`src/design/shc_pkg.sv`:
```
// Constants, types and decoders shared by the standby halt control block
package shc_pkg;
  // Register map
  localparam logic [7:0] SHC_SMC_ADDR     = 8'h1e;
  localparam logic [7:0] SHC_SMC_RESET    = 8'h00;
  // Field positions inside standby_mode_control
  localparam int         SHC_PSRAM_BIT    = 7;
  localparam int         SHC_SCOUT_BIT    = 5;
  localparam int         SHC_CLKTRI_BIT   = 4;
  localparam int         SHC_HALTM_HI_BIT = 3;
  localparam int         SHC_HALTM_LO_BIT = 2;
  localparam int         SHC_KEEP_BIT     = 0;
  // Halt mode encodings
  localparam logic [1:0] SHC_MODE_RUN     = 2'h0;
  localparam logic [1:0] SHC_MODE_STOP    = 2'h1;
  localparam logic [1:0] SHC_MODE_IDLE    = 2'h2;
  // Interrupt sources and the fixed level of the non-maskable one
  localparam logic [1:0] SHC_SRC_NMI      = 2'h0;
  localparam logic [1:0] SHC_SRC_EXT0     = 2'h1;
  localparam logic [1:0] SHC_SRC_OTHER    = 2'h2;
  localparam logic [2:0] SHC_NMI_LEVEL    = 3'h7;
  // Timing: clock is the oscillator itself
  localparam int         SHC_CLK_HZ       = 25_000_000;
  localparam int         SHC_OSC_HZ       = 25_000_000;
  localparam int         SHC_STATE_DIV    = 2;
  localparam int         SHC_ENTRY_OSC    = 3;
  localparam int         SHC_ENTRY_CYC    =
    (SHC_ENTRY_OSC * (SHC_CLK_HZ / SHC_OSC_HZ) < 1) ? 1 :
    SHC_ENTRY_OSC * (SHC_CLK_HZ / SHC_OSC_HZ);
  localparam logic [1:0] SHC_ENTRY_LAST   = 2'(SHC_ENTRY_CYC - 1);

  typedef enum logic [1:0] {SHC_RUN_S, SHC_ENTRY_S, SHC_HALT_S} shc_state_t;

  // Does this mode go through the clock-stopping entry window
  function automatic logic shc_slow_entry(input logic [1:0] mode);
    return (mode == SHC_MODE_STOP) || (mode == SHC_MODE_IDLE);
  endfunction

  // Effective priority level of a request
  function automatic logic [2:0] shc_level(input logic [1:0] src,
                                           input logic [2:0] lvl);
    return (src == SHC_SRC_NMI) ? SHC_NMI_LEVEL : lvl;
  endfunction
endpackage

```
`src/design/shc_irq_if.sv`:
```
// Carrier between halt sequencer and pending interrupt store
`timescale 1ns/1ps
interface shc_irq_if;
  logic       hold_set;   // Request caught in the entry window
  logic       new_set;    // Request other than an entry-window NMI or external zero
  logic [1:0] req_src;    // Source of the request
  logic [2:0] req_lvl;    // Effective level of the request
  logic       svc_valid;  // A request waits for service
  logic [1:0] svc_src;    // Source to serve now
  logic       svc_ack;    // CPU takes the offered request

  modport seq  (output hold_set, new_set, req_src, req_lvl, svc_ack,
                input  svc_valid, svc_src);
  modport store(input  hold_set, new_set, req_src, req_lvl, svc_ack,
                output svc_valid, svc_src);
endinterface

```
`src/design/shc_state_div.sv`:
```
// Divides the oscillator clock by two into the state tick
`timescale 1ns/1ps
module shc_state_div
  import shc_pkg::*;
(
  input  wire logic clk,        // Oscillator clock
  input  wire logic resetn,     // Asynchronous reset, active low
  output logic      state_tick, // One-cycle pulse per state
  output logic      phase       // Half-rate square wave
);
  logic phase_r;
  logic phase_nxt;

  // Toggle every oscillator cycle
  always_comb
  begin
    phase_nxt = ~phase_r;
  end

  always_ff @(posedge clk or negedge resetn)
  begin
    if (!resetn)
      phase_r <= 1'b0;
    else
      phase_r <= phase_nxt;
  end

  // One state spans two oscillator cycles
  assign state_tick = phase_r;  // see [RL6]
  assign phase      = phase_r;

  property p_state_period;
    @(posedge clk) disable iff (!resetn)
      state_tick |=> !state_tick ##1 state_tick;
  endproperty
  a_state_period: assert property (p_state_period)  // see [RL6]
    else $error("state tick period is not two clocks");
endmodule // shc_state_div

```
`src/design/shc_irq_store.sv`:
```
// Pending interrupt store with priority resolution
`timescale 1ns/1ps
module shc_irq_store
  import shc_pkg::*;
(
  input  wire logic clk,     // Oscillator clock
  input  wire logic resetn,  // Asynchronous reset, active low
  shc_irq_if.store  irq      // Requests in, service offer out
);
  logic       held_v_r, held_v_nxt;
  logic [1:0] held_src_r, held_src_nxt;
  logic [2:0] held_lvl_r, held_lvl_nxt;
  logic       new_v_r, new_v_nxt;
  logic [1:0] new_src_r, new_src_nxt;
  logic [2:0] new_lvl_r, new_lvl_nxt;
  logic       pick_held;

  // Higher level first, held one wins a tie since it came first
  assign pick_held = held_v_r && (!new_v_r || held_lvl_r >= new_lvl_r);
  assign irq.svc_valid = held_v_r | new_v_r;
  assign irq.svc_src   = pick_held ? held_src_r : new_src_r;  // see [RL8]

  // Slot updates; a set in the same cycle as an ack wins
  always_comb
  begin
    held_v_nxt   = held_v_r & ~(irq.svc_ack & pick_held);
    held_src_nxt = held_src_r;
    held_lvl_nxt = held_lvl_r;
    new_v_nxt    = new_v_r & ~(irq.svc_ack & ~pick_held);
    new_src_nxt  = new_src_r;
    new_lvl_nxt  = new_lvl_r;
    if (irq.hold_set && !held_v_nxt)
    begin
      held_v_nxt   = 1'b1;  // see [RL7]
      held_src_nxt = irq.req_src;
      held_lvl_nxt = irq.req_lvl;
    end
    if (irq.new_set && !new_v_nxt)
    begin
      new_v_nxt   = 1'b1;
      new_src_nxt = irq.req_src;
      new_lvl_nxt = irq.req_lvl;
    end
  end

  always_ff @(posedge clk or negedge resetn)
  begin
    if (!resetn)
    begin
      held_v_r   <= 1'b0;
      held_src_r <= 2'h0;
      held_lvl_r <= 3'h0;
      new_v_r    <= 1'b0;
      new_src_r  <= 2'h0;
      new_lvl_r  <= 3'h0;
    end
    else
    begin
      held_v_r   <= held_v_nxt;
      held_src_r <= held_src_nxt;
      held_lvl_r <= held_lvl_nxt;
      new_v_r    <= new_v_nxt;
      new_src_r  <= new_src_nxt;
      new_lvl_r  <= new_lvl_nxt;
    end
  end

  property p_prio_order;
    @(posedge clk) disable iff (!resetn)
      held_v_r && new_v_r && (held_lvl_r != new_lvl_r) |->
        irq.svc_src == ((held_lvl_r > new_lvl_r) ? held_src_r : new_src_r);
  endproperty
  a_prio_order: assert property (p_prio_order)  // see [RL8]
    else $error("lower level served before higher level");

  property p_other_follows;
    @(posedge clk) disable iff (!resetn)
      held_v_r && new_v_r && irq.svc_ack && !irq.hold_set && !irq.new_set
        |=> irq.svc_valid;
  endproperty
  a_other_follows: assert property (p_other_follows)  // see [RL8]
    else $error("second request lost after first was served");

  property p_hold_kept;
    @(posedge clk) disable iff (!resetn)
      irq.hold_set && !held_v_r |=> held_v_r && irq.svc_valid;
  endproperty
  a_hold_kept: assert property (p_hold_kept)  // see [RL7]
    else $error("request in entry window not held");
endmodule // shc_irq_store

```
`src/design/shc_standby_ctrl.sv`:
```
// Standby mode register and halt sequencer, top of the block
`timescale 1ns/1ps
// Operation
// [RL1] Halt in stop mode drives the internal stop signal high.
// [RL2] With the stop pin drive keep bit set, the stop signal stays low.
// [RL3] Halt mode 00 is run, 01 stop, 10 idle, 11 is a don't care.
// [RL4] Clock output disable bits reset to 0, writes only set them.
// [RL5] Halt in stop mode drops the oscillator enable low.
// [RL6] One state lasts two oscillator periods.
// [RL7] NMI or external zero request in halt entry is held pending.
// [RL8] After entry a new interrupt releases halt; higher level served first.
module shc_standby_ctrl
  import shc_pkg::*;
(
  input  wire logic       clk,            // Oscillator clock, 25 MHz
  input  wire logic       resetn,         // Asynchronous reset, active low
  input  wire logic [7:0] addr,           // Register address
  input  wire logic [7:0] wdata,          // Register write data
  input  wire logic       wr,             // Write strobe
  input  wire logic       rd,             // Read strobe
  output logic      [7:0] rdata,          // Read data, cycle after rd
  input  wire logic       halt_exec,      // CPU executes halt, pulse
  input  wire logic       irq_req,        // Interrupt request, pulse
  input  wire logic [1:0] irq_src,        // Request source
  input  wire logic [2:0] irq_lvl,        // Request level
  input  wire logic       svc_ack,        // CPU takes offered request
  output logic            svc_valid,      // Request offered for service
  output logic      [1:0] svc_src,        // Source offered
  output logic            halted,         // CPU held in halt
  output logic            stop_sig,       // Internal stop, active high
  output logic            osc_en,         // Oscillator enable
  output logic            clk_out,        // Clock output level
  output logic            clk_out_oe,     // Clock output enable
  output logic            sysclk_out,     // System clock output level
  output logic            sysclk_out_oe,  // System clock output enable
  output logic            pseudo_sram_select, // Pseudo SRAM mode
  output logic            state_tick      // One pulse per state
);
  shc_irq_if irq ();

  logic       phase;
  logic       halt_mode_sel_hi_r, halt_mode_sel_hi_nxt;
  logic       halt_mode_sel_lo_r, halt_mode_sel_lo_nxt;
  logic       stop_pin_drive_keep_r, stop_pin_drive_keep_nxt;
  logic       clock_out_tristate_r, clock_out_tristate_nxt;
  logic       sys_clock_out_tristate_r, sys_clock_out_tristate_nxt;
  logic       pseudo_sram_select_r, pseudo_sram_select_nxt;
  logic [7:0] rdata_r, rdata_nxt;
  logic [1:0] halt_mode;
  logic       reg_hit;
  shc_state_t st_r, st_nxt;
  logic [1:0] cnt_r, cnt_nxt;
  logic       stop_mode_r, stop_mode_nxt;
  logic       stop_sig_r, stop_sig_nxt;
  logic       osc_en_r, osc_en_nxt;
  logic       early_irq;

  shc_state_div u_div (
    .clk        (clk),
    .resetn     (resetn),
    .state_tick (state_tick),
    .phase      (phase)
  );

  shc_irq_store u_store (
    .clk    (clk),
    .resetn (resetn),
    .irq    (irq.store)
  );

  assign halt_mode = {halt_mode_sel_hi_r, halt_mode_sel_lo_r};
  assign reg_hit   = (addr == SHC_SMC_ADDR);

  // Register writes and read return
  always_comb
  begin
    halt_mode_sel_hi_nxt       = halt_mode_sel_hi_r;
    halt_mode_sel_lo_nxt       = halt_mode_sel_lo_r;
    stop_pin_drive_keep_nxt    = stop_pin_drive_keep_r;
    clock_out_tristate_nxt     = clock_out_tristate_r;
    sys_clock_out_tristate_nxt = sys_clock_out_tristate_r;
    pseudo_sram_select_nxt     = pseudo_sram_select_r;
    rdata_nxt                  = 8'h00;
    if (wr && reg_hit)
    begin
      halt_mode_sel_hi_nxt    = wdata[SHC_HALTM_HI_BIT];
      halt_mode_sel_lo_nxt    = wdata[SHC_HALTM_LO_BIT];
      stop_pin_drive_keep_nxt = wdata[SHC_KEEP_BIT];
      pseudo_sram_select_nxt  = wdata[SHC_PSRAM_BIT];
      // Writing 0 leaves the bit alone; only reset clears it
      clock_out_tristate_nxt  = clock_out_tristate_r
                                | wdata[SHC_CLKTRI_BIT];  // see [RL4]
      sys_clock_out_tristate_nxt = sys_clock_out_tristate_r
                                   | wdata[SHC_SCOUT_BIT];  // see [RL4]
    end
    // Pseudo SRAM bit is write-only and reads as 0
    if (rd && reg_hit)
    begin
      rdata_nxt[SHC_SCOUT_BIT]    = sys_clock_out_tristate_r;
      rdata_nxt[SHC_CLKTRI_BIT]   = clock_out_tristate_r;
      rdata_nxt[SHC_HALTM_HI_BIT] = halt_mode_sel_hi_r;
      rdata_nxt[SHC_HALTM_LO_BIT] = halt_mode_sel_lo_r;
      rdata_nxt[SHC_KEEP_BIT]     = stop_pin_drive_keep_r;
    end
  end

  always_ff @(posedge clk or negedge resetn)
  begin
    if (!resetn)
    begin
      halt_mode_sel_hi_r       <= SHC_SMC_RESET[SHC_HALTM_HI_BIT];
      halt_mode_sel_lo_r       <= SHC_SMC_RESET[SHC_HALTM_LO_BIT];
      stop_pin_drive_keep_r    <= SHC_SMC_RESET[SHC_KEEP_BIT];
      clock_out_tristate_r     <= SHC_SMC_RESET[SHC_CLKTRI_BIT];
      sys_clock_out_tristate_r <= SHC_SMC_RESET[SHC_SCOUT_BIT];
      pseudo_sram_select_r     <= SHC_SMC_RESET[SHC_PSRAM_BIT];
      rdata_r                  <= 8'h00;
    end
    else
    begin
      halt_mode_sel_hi_r       <= halt_mode_sel_hi_nxt;
      halt_mode_sel_lo_r       <= halt_mode_sel_lo_nxt;
      stop_pin_drive_keep_r    <= stop_pin_drive_keep_nxt;
      clock_out_tristate_r     <= clock_out_tristate_nxt;
      sys_clock_out_tristate_r <= sys_clock_out_tristate_nxt;
      pseudo_sram_select_r     <= pseudo_sram_select_nxt;
      rdata_r                  <= rdata_nxt;
    end
  end

  // Routing of requests: NMI and external zero in the entry window wait
  assign early_irq = irq_req && (st_r == SHC_ENTRY_S)
                     && (irq_src == SHC_SRC_NMI
                         || irq_src == SHC_SRC_EXT0);  // see [RL7]
  assign irq.hold_set = early_irq;
  assign irq.new_set  = irq_req && !early_irq;
  assign irq.req_src  = irq_src;
  assign irq.req_lvl  = shc_level(irq_src, irq_lvl);
  assign irq.svc_ack  = svc_ack;

  // Halt sequencer
  always_comb
  begin
    st_nxt        = st_r;
    cnt_nxt       = cnt_r;
    stop_mode_nxt = stop_mode_r;
    unique case (st_r)
      SHC_RUN_S:
        if (halt_exec)
        begin
          // Mode 11 is treated like run
          stop_mode_nxt = (halt_mode == SHC_MODE_STOP);  // see [RL3]
          cnt_nxt       = SHC_ENTRY_LAST;
          st_nxt        = shc_slow_entry(halt_mode) ? SHC_ENTRY_S
                                                    : SHC_HALT_S;
        end
      SHC_ENTRY_S:
      begin
        // Requests here do not release halt
        cnt_nxt = cnt_r - 2'h1;
        if (cnt_r == 2'h0)
          st_nxt = SHC_HALT_S;  // see [RL7]
      end
      SHC_HALT_S:
        if (irq_req)
        begin
          st_nxt        = SHC_RUN_S;  // see [RL8]
          stop_mode_nxt = 1'b0;
        end
    endcase
    stop_sig_nxt = (st_nxt != SHC_RUN_S) && stop_mode_nxt  // see [RL1]
                   && !stop_pin_drive_keep_nxt;  // see [RL2]
    osc_en_nxt   = !((st_nxt != SHC_RUN_S) && stop_mode_nxt);  // see [RL5]
  end

  always_ff @(posedge clk or negedge resetn)
  begin
    if (!resetn)
    begin
      st_r        <= SHC_RUN_S;
      cnt_r       <= 2'h0;
      stop_mode_r <= 1'b0;
      stop_sig_r  <= 1'b0;
      osc_en_r    <= 1'b1;
    end
    else
    begin
      st_r        <= st_nxt;
      cnt_r       <= cnt_nxt;
      stop_mode_r <= stop_mode_nxt;
      stop_sig_r  <= stop_sig_nxt;
      osc_en_r    <= osc_en_nxt;
    end
  end

  // Outputs
  assign rdata              = rdata_r;
  assign svc_valid          = irq.svc_valid;
  assign svc_src            = irq.svc_src;
  assign halted             = (st_r != SHC_RUN_S);
  assign stop_sig           = stop_sig_r;
  assign osc_en             = osc_en_r;
  assign clk_out            = phase;
  assign clk_out_oe         = !clock_out_tristate_r;  // see [RL4]
  assign sysclk_out         = phase;
  assign sysclk_out_oe      = !sys_clock_out_tristate_r;  // see [RL4]
  assign pseudo_sram_select = pseudo_sram_select_r;

  property p_stop_on_halt;
    @(posedge clk) disable iff (!resetn)
      (st_r == SHC_RUN_S) && halt_exec && (halt_mode == SHC_MODE_STOP)
        && !stop_pin_drive_keep_r && !wr
        |=> stop_sig ##1 stop_sig ##1 stop_sig;
  endproperty
  a_stop_on_halt: assert property (p_stop_on_halt)  // see [RL1]
    else $error("stop signal not raised on halt in stop mode");

  property p_keep_drive;
    @(posedge clk) disable iff (!resetn)
      stop_pin_drive_keep_r && $past(stop_pin_drive_keep_r) |-> !stop_sig;
  endproperty
  a_keep_drive: assert property (p_keep_drive)  // see [RL2]
    else $error("stop signal active with drive keep set");

  property p_idle_no_stop;
    @(posedge clk) disable iff (!resetn)
      (st_r == SHC_RUN_S) && halt_exec && (halt_mode != SHC_MODE_STOP)
        |=> !stop_sig && osc_en && halted;
  endproperty
  a_idle_no_stop: assert property (p_idle_no_stop)  // see [RL3]
    else $error("non-stop halt mode stopped the oscillator");

  property p_tristate_sticky;
    @(posedge clk) disable iff (!resetn)
      !clk_out_oe |=> !clk_out_oe ##1 !clk_out_oe;
  endproperty
  a_tristate_sticky: assert property (p_tristate_sticky)  // see [RL4]
    else $error("clock output re-enabled without reset");

  property p_osc_off;
    @(posedge clk) disable iff (!resetn)
      (st_r == SHC_RUN_S) && halt_exec && (halt_mode == SHC_MODE_STOP)
        |=> !osc_en throughout (st_r != SHC_RUN_S)[*3];
  endproperty
  a_osc_off: assert property (p_osc_off)  // see [RL5]
    else $error("oscillator enable stayed high in stop halt");

  property p_entry_len;
    @(posedge clk) disable iff (!resetn)
      (st_r == SHC_RUN_S) && halt_exec && shc_slow_entry(halt_mode)
        |=> (st_r == SHC_ENTRY_S)[*3] ##1 (st_r == SHC_HALT_S);
  endproperty
  a_entry_len: assert property (p_entry_len)  // see [RL7]
    else $error("halt entry window is not three clocks");

  property p_early_held;
    @(posedge clk) disable iff (!resetn)
      early_irq |=> halted && svc_valid;
  endproperty
  a_early_held: assert property (p_early_held)  // see [RL7]
    else $error("entry-window request released halt or was lost");

  property p_release;
    @(posedge clk) disable iff (!resetn)
      (st_r == SHC_HALT_S) && irq_req |=> !halted && osc_en && svc_valid;
  endproperty
  a_release: assert property (p_release)  // see [RL8]
    else $error("interrupt after entry did not release halt");

  property p_read_back;
    @(posedge clk) disable iff (!resetn)
      rd && reg_hit |=> rdata[SHC_CLKTRI_BIT] == clock_out_tristate_r
        && rdata[SHC_PSRAM_BIT] == 1'b0;
  endproperty
  a_read_back: assert property (p_read_back)  // see [RL4]
    else $error("register read data wrong");

  // Entry window never hands control back to the CPU
  property p_entry_holds;
    @(posedge clk) disable iff (!resetn)
      (st_r == SHC_ENTRY_S) |=> halted;
  endproperty
  a_entry_holds: assert property (p_entry_holds)  // see [RL7]
    else $error("halt released during the entry window");

  // A second halt while halted changes nothing
  property p_halt_ignored;
    @(posedge clk) disable iff (!resetn)
      (st_r != SHC_RUN_S) && halt_exec && !irq_req |=> halted;
  endproperty
  a_halt_ignored: assert property (p_halt_ignored)  // see [RL8]
    else $error("halt left without an interrupt");

  // Running CPU always has the oscillator live and stop low
  property p_run_osc_on;
    @(posedge clk) disable iff (!resetn)
      !halted |-> osc_en && !stop_sig;
  endproperty
  a_run_osc_on: assert property (p_run_osc_on)  // see [RL5]
    else $error("oscillator off or stop active while running");

  // Stop only appears inside a stop halt
  property p_stop_in_halt;
    @(posedge clk) disable iff (!resetn)
      stop_sig |-> halted && !osc_en;
  endproperty
  a_stop_in_halt: assert property (p_stop_in_halt)  // see [RL1]
    else $error("stop signal active outside a stop halt");
endmodule // shc_standby_ctrl

```
`config.mk`:
```
export PLATFORM = sky130hd
export DESIGN_NAME = shc_standby_ctrl
export DESIGN_NICKNAME = d
export VERILOG_FILES = /design/src/design/shc_pkg.sv /design/src/design/shc_irq_if.sv /design/src/design/shc_state_div.sv /design/src/design/shc_irq_store.sv /design/src/design/shc_standby_ctrl.sv
export SDC_FILE = /design/constraint.sdc
export NUM_CORES = 1
export LEC_CHECK = 0
export BUFFER_PORTS_ARGS = -buffer_cell sky130_fd_sc_hd__buf_2
export CAP_MARGIN = 5
export CORE_MARGIN = 2
export CORE_UTILIZATION = 56
export DETAILED_ROUTE_END_ITERATION = 10
export PLACE_DENSITY = 0.85
export SLEW_MARGIN = 15
export SYNTH_ARGS = -nofsm -noshare
export SYNTH_HDL_FRONTEND = slang
export SYNTH_HIERARCHICAL = 1
export SYNTH_SLANG_ARGS = --single-unit
```
`constraint.sdc`:
```
create_clock -name clk -period 3.69 [get_ports clk]
set_input_delay 0.369 -clock clk [delete_from_list [all_inputs] [get_ports clk]]
set_output_delay 0.369 -clock clk [all_outputs]
set_load 0.01 [all_outputs]
```
=== After elaboration in Yosys (flattened, before gate mapping) ===
Cells that the tools add are included.

* Register bits after elaboration: 31
* Output and inout bits: 20
* Input bits: 28
* Memories: 0
* Bits in read-only memories: 0
* Bits in latches: 0
* Memory bits (writable): 0
* Logic and storage cells: 84

* Add/subtract/negate cells: 1
* Bitwise operators: 11
* Shift operators: 0
* Reduce and logical (&&, ||, !) cells: 28
* Mux-type cells: 17
* Equality and inequality tests: 7
* Divide/modulo/power cells: 0
* $mul: 0
* Magnitude comparators: 1

{| class="wikitable"
|+ Operator list
! cell !! count
|-
| two-way mux 2 bit || 6
|-
| logical AND 1 bit || 10
|-
| equality test 8 x 5 -> 1 bit (second input constant) || 1
|-
| logical NOT 1 bit || 8
|-
| equality test 2 x 1 -> 1 bit (second input constant) || 3
|-
| logical NOT 2 bit || 3
|-
| two-way mux 1 bit || 6
|-
| case mux 2 bit (3 select lines) || 1
|-
| nonzero test 2 bit || 3
|-
| bitwise AND 1 bit || 4
|-
| equality test 2 bit (second input constant) || 2
|-
| two-way mux 4 bit || 1
|-
| inverter 1 bit || 4
|-
| case mux 2 bit (2 select lines) || 1
|-
| greater-or-equal comparator 3 bit || 1
|-
| logical OR 1 bit || 3
|-
| two-way mux 3 bit || 1
|-
| OR 1 bit || 3
|-
| != test 2 bit (second input constant) || 1
|-
| case mux 1 bit (2 select lines) || 1
|-
| AND reduction 2 bit || 1
|-
| subtractor 2 x 1 -> 2 bit (second input constant) || 1
|}

=== Depth between registers and ports, before layout ===
* Depth in word-level cells: 10
* Mapped depth: 8
* Depth with buffers taken out: 8

=== Modules after synthesis ===
Netlist, hierarchy kept.

{| class="wikitable"
|+ Modules (own cells, without submodules)
! module !! seq. area each (sq um) !! times used !! cells each !! area an instance (sq um)
|-
| shc_standby_ctrl || 451.7 || 1 || 87 || 933.4
|-
| shc_irq_store || 300.3 || 1 || 85 || 760.7
|-
| shc_state_div || 25.0 || 1 || 3 || 36.3
|}

=== Least setup slack after synthesis ===
No wires, ideal clock.

* Path kind: register to output
* Start: register u_store.held_lvl_r[0]
* End: output port svc_src[0]
* Required time: 3.321 ns
* Data arrival time: 1.541 ns
* Path slack: 1.780 ns
* Buffers on the path: 0
* Cell stages (with the launch flop): 7
* Cell sequence: dfrtp_1 > inv_1 > ha_1 > nand2b_4 > a2111oi_2 > a211oi_1 > mux2_2

* Word-level cells in the longest chain between the ends: 4

{| class="wikitable"
|+ Ends and longest elaborated chain
! element !! RTL line !! source
|-
| from (decl) || shc_irq_store.sv:12 || <nowiki>logic [2:0] held_lvl_r, held_lvl_nxt;</nowiki>
|-
| from (signal assigned) || shc_irq_store.sv:61 || <nowiki>held_lvl_r <= held_lvl_nxt;</nowiki>
|-
| greater-or-equal comparator 3 bit || shc_irq_store.sv:19 || <nowiki>assign pick_held = held_v_r && (!new_v_r || held_lvl_r >= new_lvl_r);</nowiki>
|-
| logical OR 1 bit || shc_irq_store.sv:19 ||
|-
| logical AND 1 bit || shc_irq_store.sv:19 ||
|-
| two-way mux 2 bit || shc_irq_store.sv:21 || <nowiki>assign irq.svc_src = pick_held ? held_src_r : new_src_r;</nowiki>
|-
| to (decl) || shc_standby_ctrl.sv:28 || <nowiki>output logic [1:0] svc_src,</nowiki>
|}

No other way between the ends.

=== Worst setup path in the final report ===
* Start: register u_store.held_lvl_r[0]
* End: output port svc_src[1]

The elaborated chain is that of the path after synthesis.

==> flow_summary_export.csv <==
group,metric,value,unit
place,placed_area,1940,sq um
critical_path,cp-end-kind,"primary output",
place,portBuffers,42,
power_and_ir_drop,irDropWorstVdd,453,uV
finish,area_growth,15.6,%
place,pre_cts_ws,1.49,ns
floorplanning,rows,20,
worst_hold_path,min_path_type,"in -> async",
global_route,grt_pass1_wl,5880,um
clock_network,numCtsBuffers,5,
power_and_ir_drop,p_per_area,688,nW/um^2
place,place.gp.congestion,0.844,
finish,final_layout_size_suffix_gt1_frac,0.315,
power_and_ir_drop,sw_frac_of_total,0.415,
place,dpl.hpwl,2560,um
clock_network,root_buffer,"clkbuf_4",
critical_path,r2r-start,"st_r[1]",
floorplanning,dieWidth,59.6,um
timing,tns,0,ns
global_route,grt_max_degree,32,
timing,fin_worst_skew,0.00898,ns
power_and_ir_drop,internal_power,805,uW
logic_synthesis,synth_top_cell_by_area,"dfrtp_1",
logic_synthesis,ys_seq_area_frac,0.449,
timing,tightest_slew,1.01,ns
power_and_ir_drop,finalPower,1380,uW
logic_synthesis,syn_area_per_cell,9.89,sq um
critical_path,crit_path_start,"u_store/held_lvl_r[0]",
timing,finalCriticalPeriod,2.56,ns
critical_path,startpoint_type,"register",
power_and_ir_drop,p_seq_frac,0.363,
timing,max_freq,390,MHz
critical_path,crit_arrival,2.19,ns
global_route,antenna_found_initial,0,
critical_path,cp-endpoint,"svc_src[1]",
clock_network,cts_setup_buffers,0,
critical_path,crit_required,3.32,ns
logic_synthesis,synth_cell_types,37,
floorplanning,coreArea,3000,sq um
finish,antenna_cells,0,
logic_synthesis,synthTopCellsByArea,"dfrtp_1 43%, nand3_1 9.0%, ha_1 5.8%",
critical_path,path_class,"reg -> out",
power_and_ir_drop,p_switching,572,uW
clock_network,cts_hold_buf,0,
clock_network,cts_num_sinks,31,
clock_network,ctsLongestPathBuffers,2,
floorplanning,die_h,59.6,um
logic_synthesis,synthFlopType,"dfrtp_1",
critical_path,rrSetupSlack,1.56,ns
logic_synthesis,synth.most_common_cell,"nand3_1",
floorplanning,dieArea,3550,sq um
flow_run,cap_violations,0,
route,drtPass1Iterations,4,
clock_network,ctsResizeCount,0,
logic_synthesis,yosys_warnings,6,
logic_synthesis,async_flop_share,1.00,
logic_synthesis,synthTopCellsByCount,"31 x nand3_1, 30 x dfrtp_1, 17 x inv_1, 11 x a22oi_1",
finish,fin_area,2000,sq um
floorplanning,io_pins,48,
logic_synthesis,synth_edf_count,0,
logic_synthesis,synthCells,175,
finish,nNetsFinal,254,
critical_path,r2r-end,"u_store/new_src_r[0]",
route,vias,1438,
timing,hold_viol,0,
power_and_ir_drop,power_leakage,0.00102,uW
timing,drv_slew,0,
global_route,overflow,0,
timing,slew_headroom,0.326,
global_route,first_global_vias,1396,
timing,timing.final.ws_setup,1.13,ns
critical_path,r2r_cells,8,
outcome,outcome,"complete, no violations",
clock_network,clk_latency,0.33,ns
route,wl_per_cell,13.7,um
logic_synthesis,netlist.area_leader.share,0.434,
route,vias_per_cell,5.71,
logic_synthesis,synthesis.area,1730,sq um
clock_network,h-tree-depth,2,
timing,fin_crit_sh,0.694,
route,postRouteAntennaNets,0,
route,drt_wl_total,3450,um
power_and_ir_drop,clockPowerShare,0.149,
floorplanning,start_util,0.576,
finish,nFillCells,255,
clock_network,cts_tree,"yes",
route,drtIter0Drc,74,
logic_synthesis,synth_seq_cells,31,
timing,rsz0062_at_grt,"false",
clock_network,clkTransAtPathRegs,0.10,ns
global_route,grtUsageTotal,0.220,
critical_path,crit_fanout,3,
route,drcViolationCount,0,
power_and_ir_drop,p_comb_frac,0.488,
timing,setup_viol,0,
## area by class of cell
class / count / area, sq um / share of cell area
tap: 33 / 41.3 / 0.0206
multi-input combinational: 120 / 845 / 0.422
inverter: 18 / 67.6 / 0.0338
sequential: 31 / 777 / 0.388
clock inverter: 1 / 5.00 / 0.00250
timing repair buffer: 42 / 210 / 0.105
clock buffer: 7 / 55.1 / 0.0275
## power groups by stage
stage	sequential (uW)	combinational, uW	clock [uW]
global placement	501	645	0
detailed placement	505	667	0
CTS	498	669	210
global route	514	747	228
floorplan	490	521	0
finish	499	672	205
## worst min-delay path by stage
stage	slack [ns]	to	start
after floorplan	0.07	clock_out_tristate_r	resetn
after global placement	0.44	u_div/phase	u_div/phase
after detailed placement	0.44	u_store/held_v_r	resetn
after CTS	0.08	u_store/held_lvl_r[1]	resetn
after global routing	0.11	u_store/held_lvl_r[2]	resetn
final	0.07	u_store/held_lvl_r[2]	resetn
## sequential cells by signal (all words and copies together) (netlist names), 2 cells and up
name	flops
cnt_r	2
rdata	5
st_r	2
u_store/held_lvl_r	3
u_store/held_src_r	2
u_store/new_lvl_r	3
u_store/new_src_r	2
## cells in the final DEF (no fill, tap or decap), drive strengths merged, types with 2 or more instances in the layout
cell type	n
a21boi	2
a21oi	3
a221o	3
a22oi	11
a31oi	2
and2	7
buf	42
clkbuf	7
conb	3
dfrtp	30
ha	8
inv	18
mux2	7
nand2	3
nand2b	5
nand3	32
nor2	9
nor2b	5
o21ai	7
or2	3
## critical path, stage by stage (launching register included)
cell	delay [ns]
dfrtp_1	0.38
inv_1	0.05
ha_1	0.27
nand2b_4	0.13
a2111oi_2	0.07
a211oi_1	0.43
mux2_2	0.40
buf_2	0.14
## per-layer routing
layer | wire length (um) | global-route usage | share of wire | vias to the layer above
met5 | 0 | 0 | 0 | -
met4 | 58 | 0.0762 | 0.017 | 0
met3 | 277 | 0.0721 | 0.080 | 9
met2 | 1610 | 0.349 | 0.47 | 56
met1 | 1510 | 0.283 | 0.44 | 679
li1 | - | - | - | 694
## kinds of logic (layout without fill, tap and decap cells)
| kind of cell | Yosys count | after routing | synth area share |
|---|---|---|---|
| muxes | 8 | 8 | 0.0535 |
| and+or+nand+nor | 67 | 67 | 0.228 |
| other | 1 | 3 | 0.00217 |
| AOI/OAI and AO/OA | 34 | 34 | 0.142 |
| DFF | 31 | 31 | 0.449 |
| adders and majority gates | 8 | 8 | 0.0578 |
| buffers and inverters | 26 | 68 | 0.0672 |
## stage by stage
stage / utilization / hold slack (ns) / std cells
4_1_cts: 0.666 / 0.0773 / 252
3_3_place_gp: 0.646 / 0.437 / 244
2_1_floorplan: - / 0.0734 / 177
6_report: 0.666 / 0.0678 / 252
5_1_grt: 0.666 / 0.115 / 252
3_5_place_dp: 0.646 / 0.443 / 244
Power figures use the tool's default switching activity.
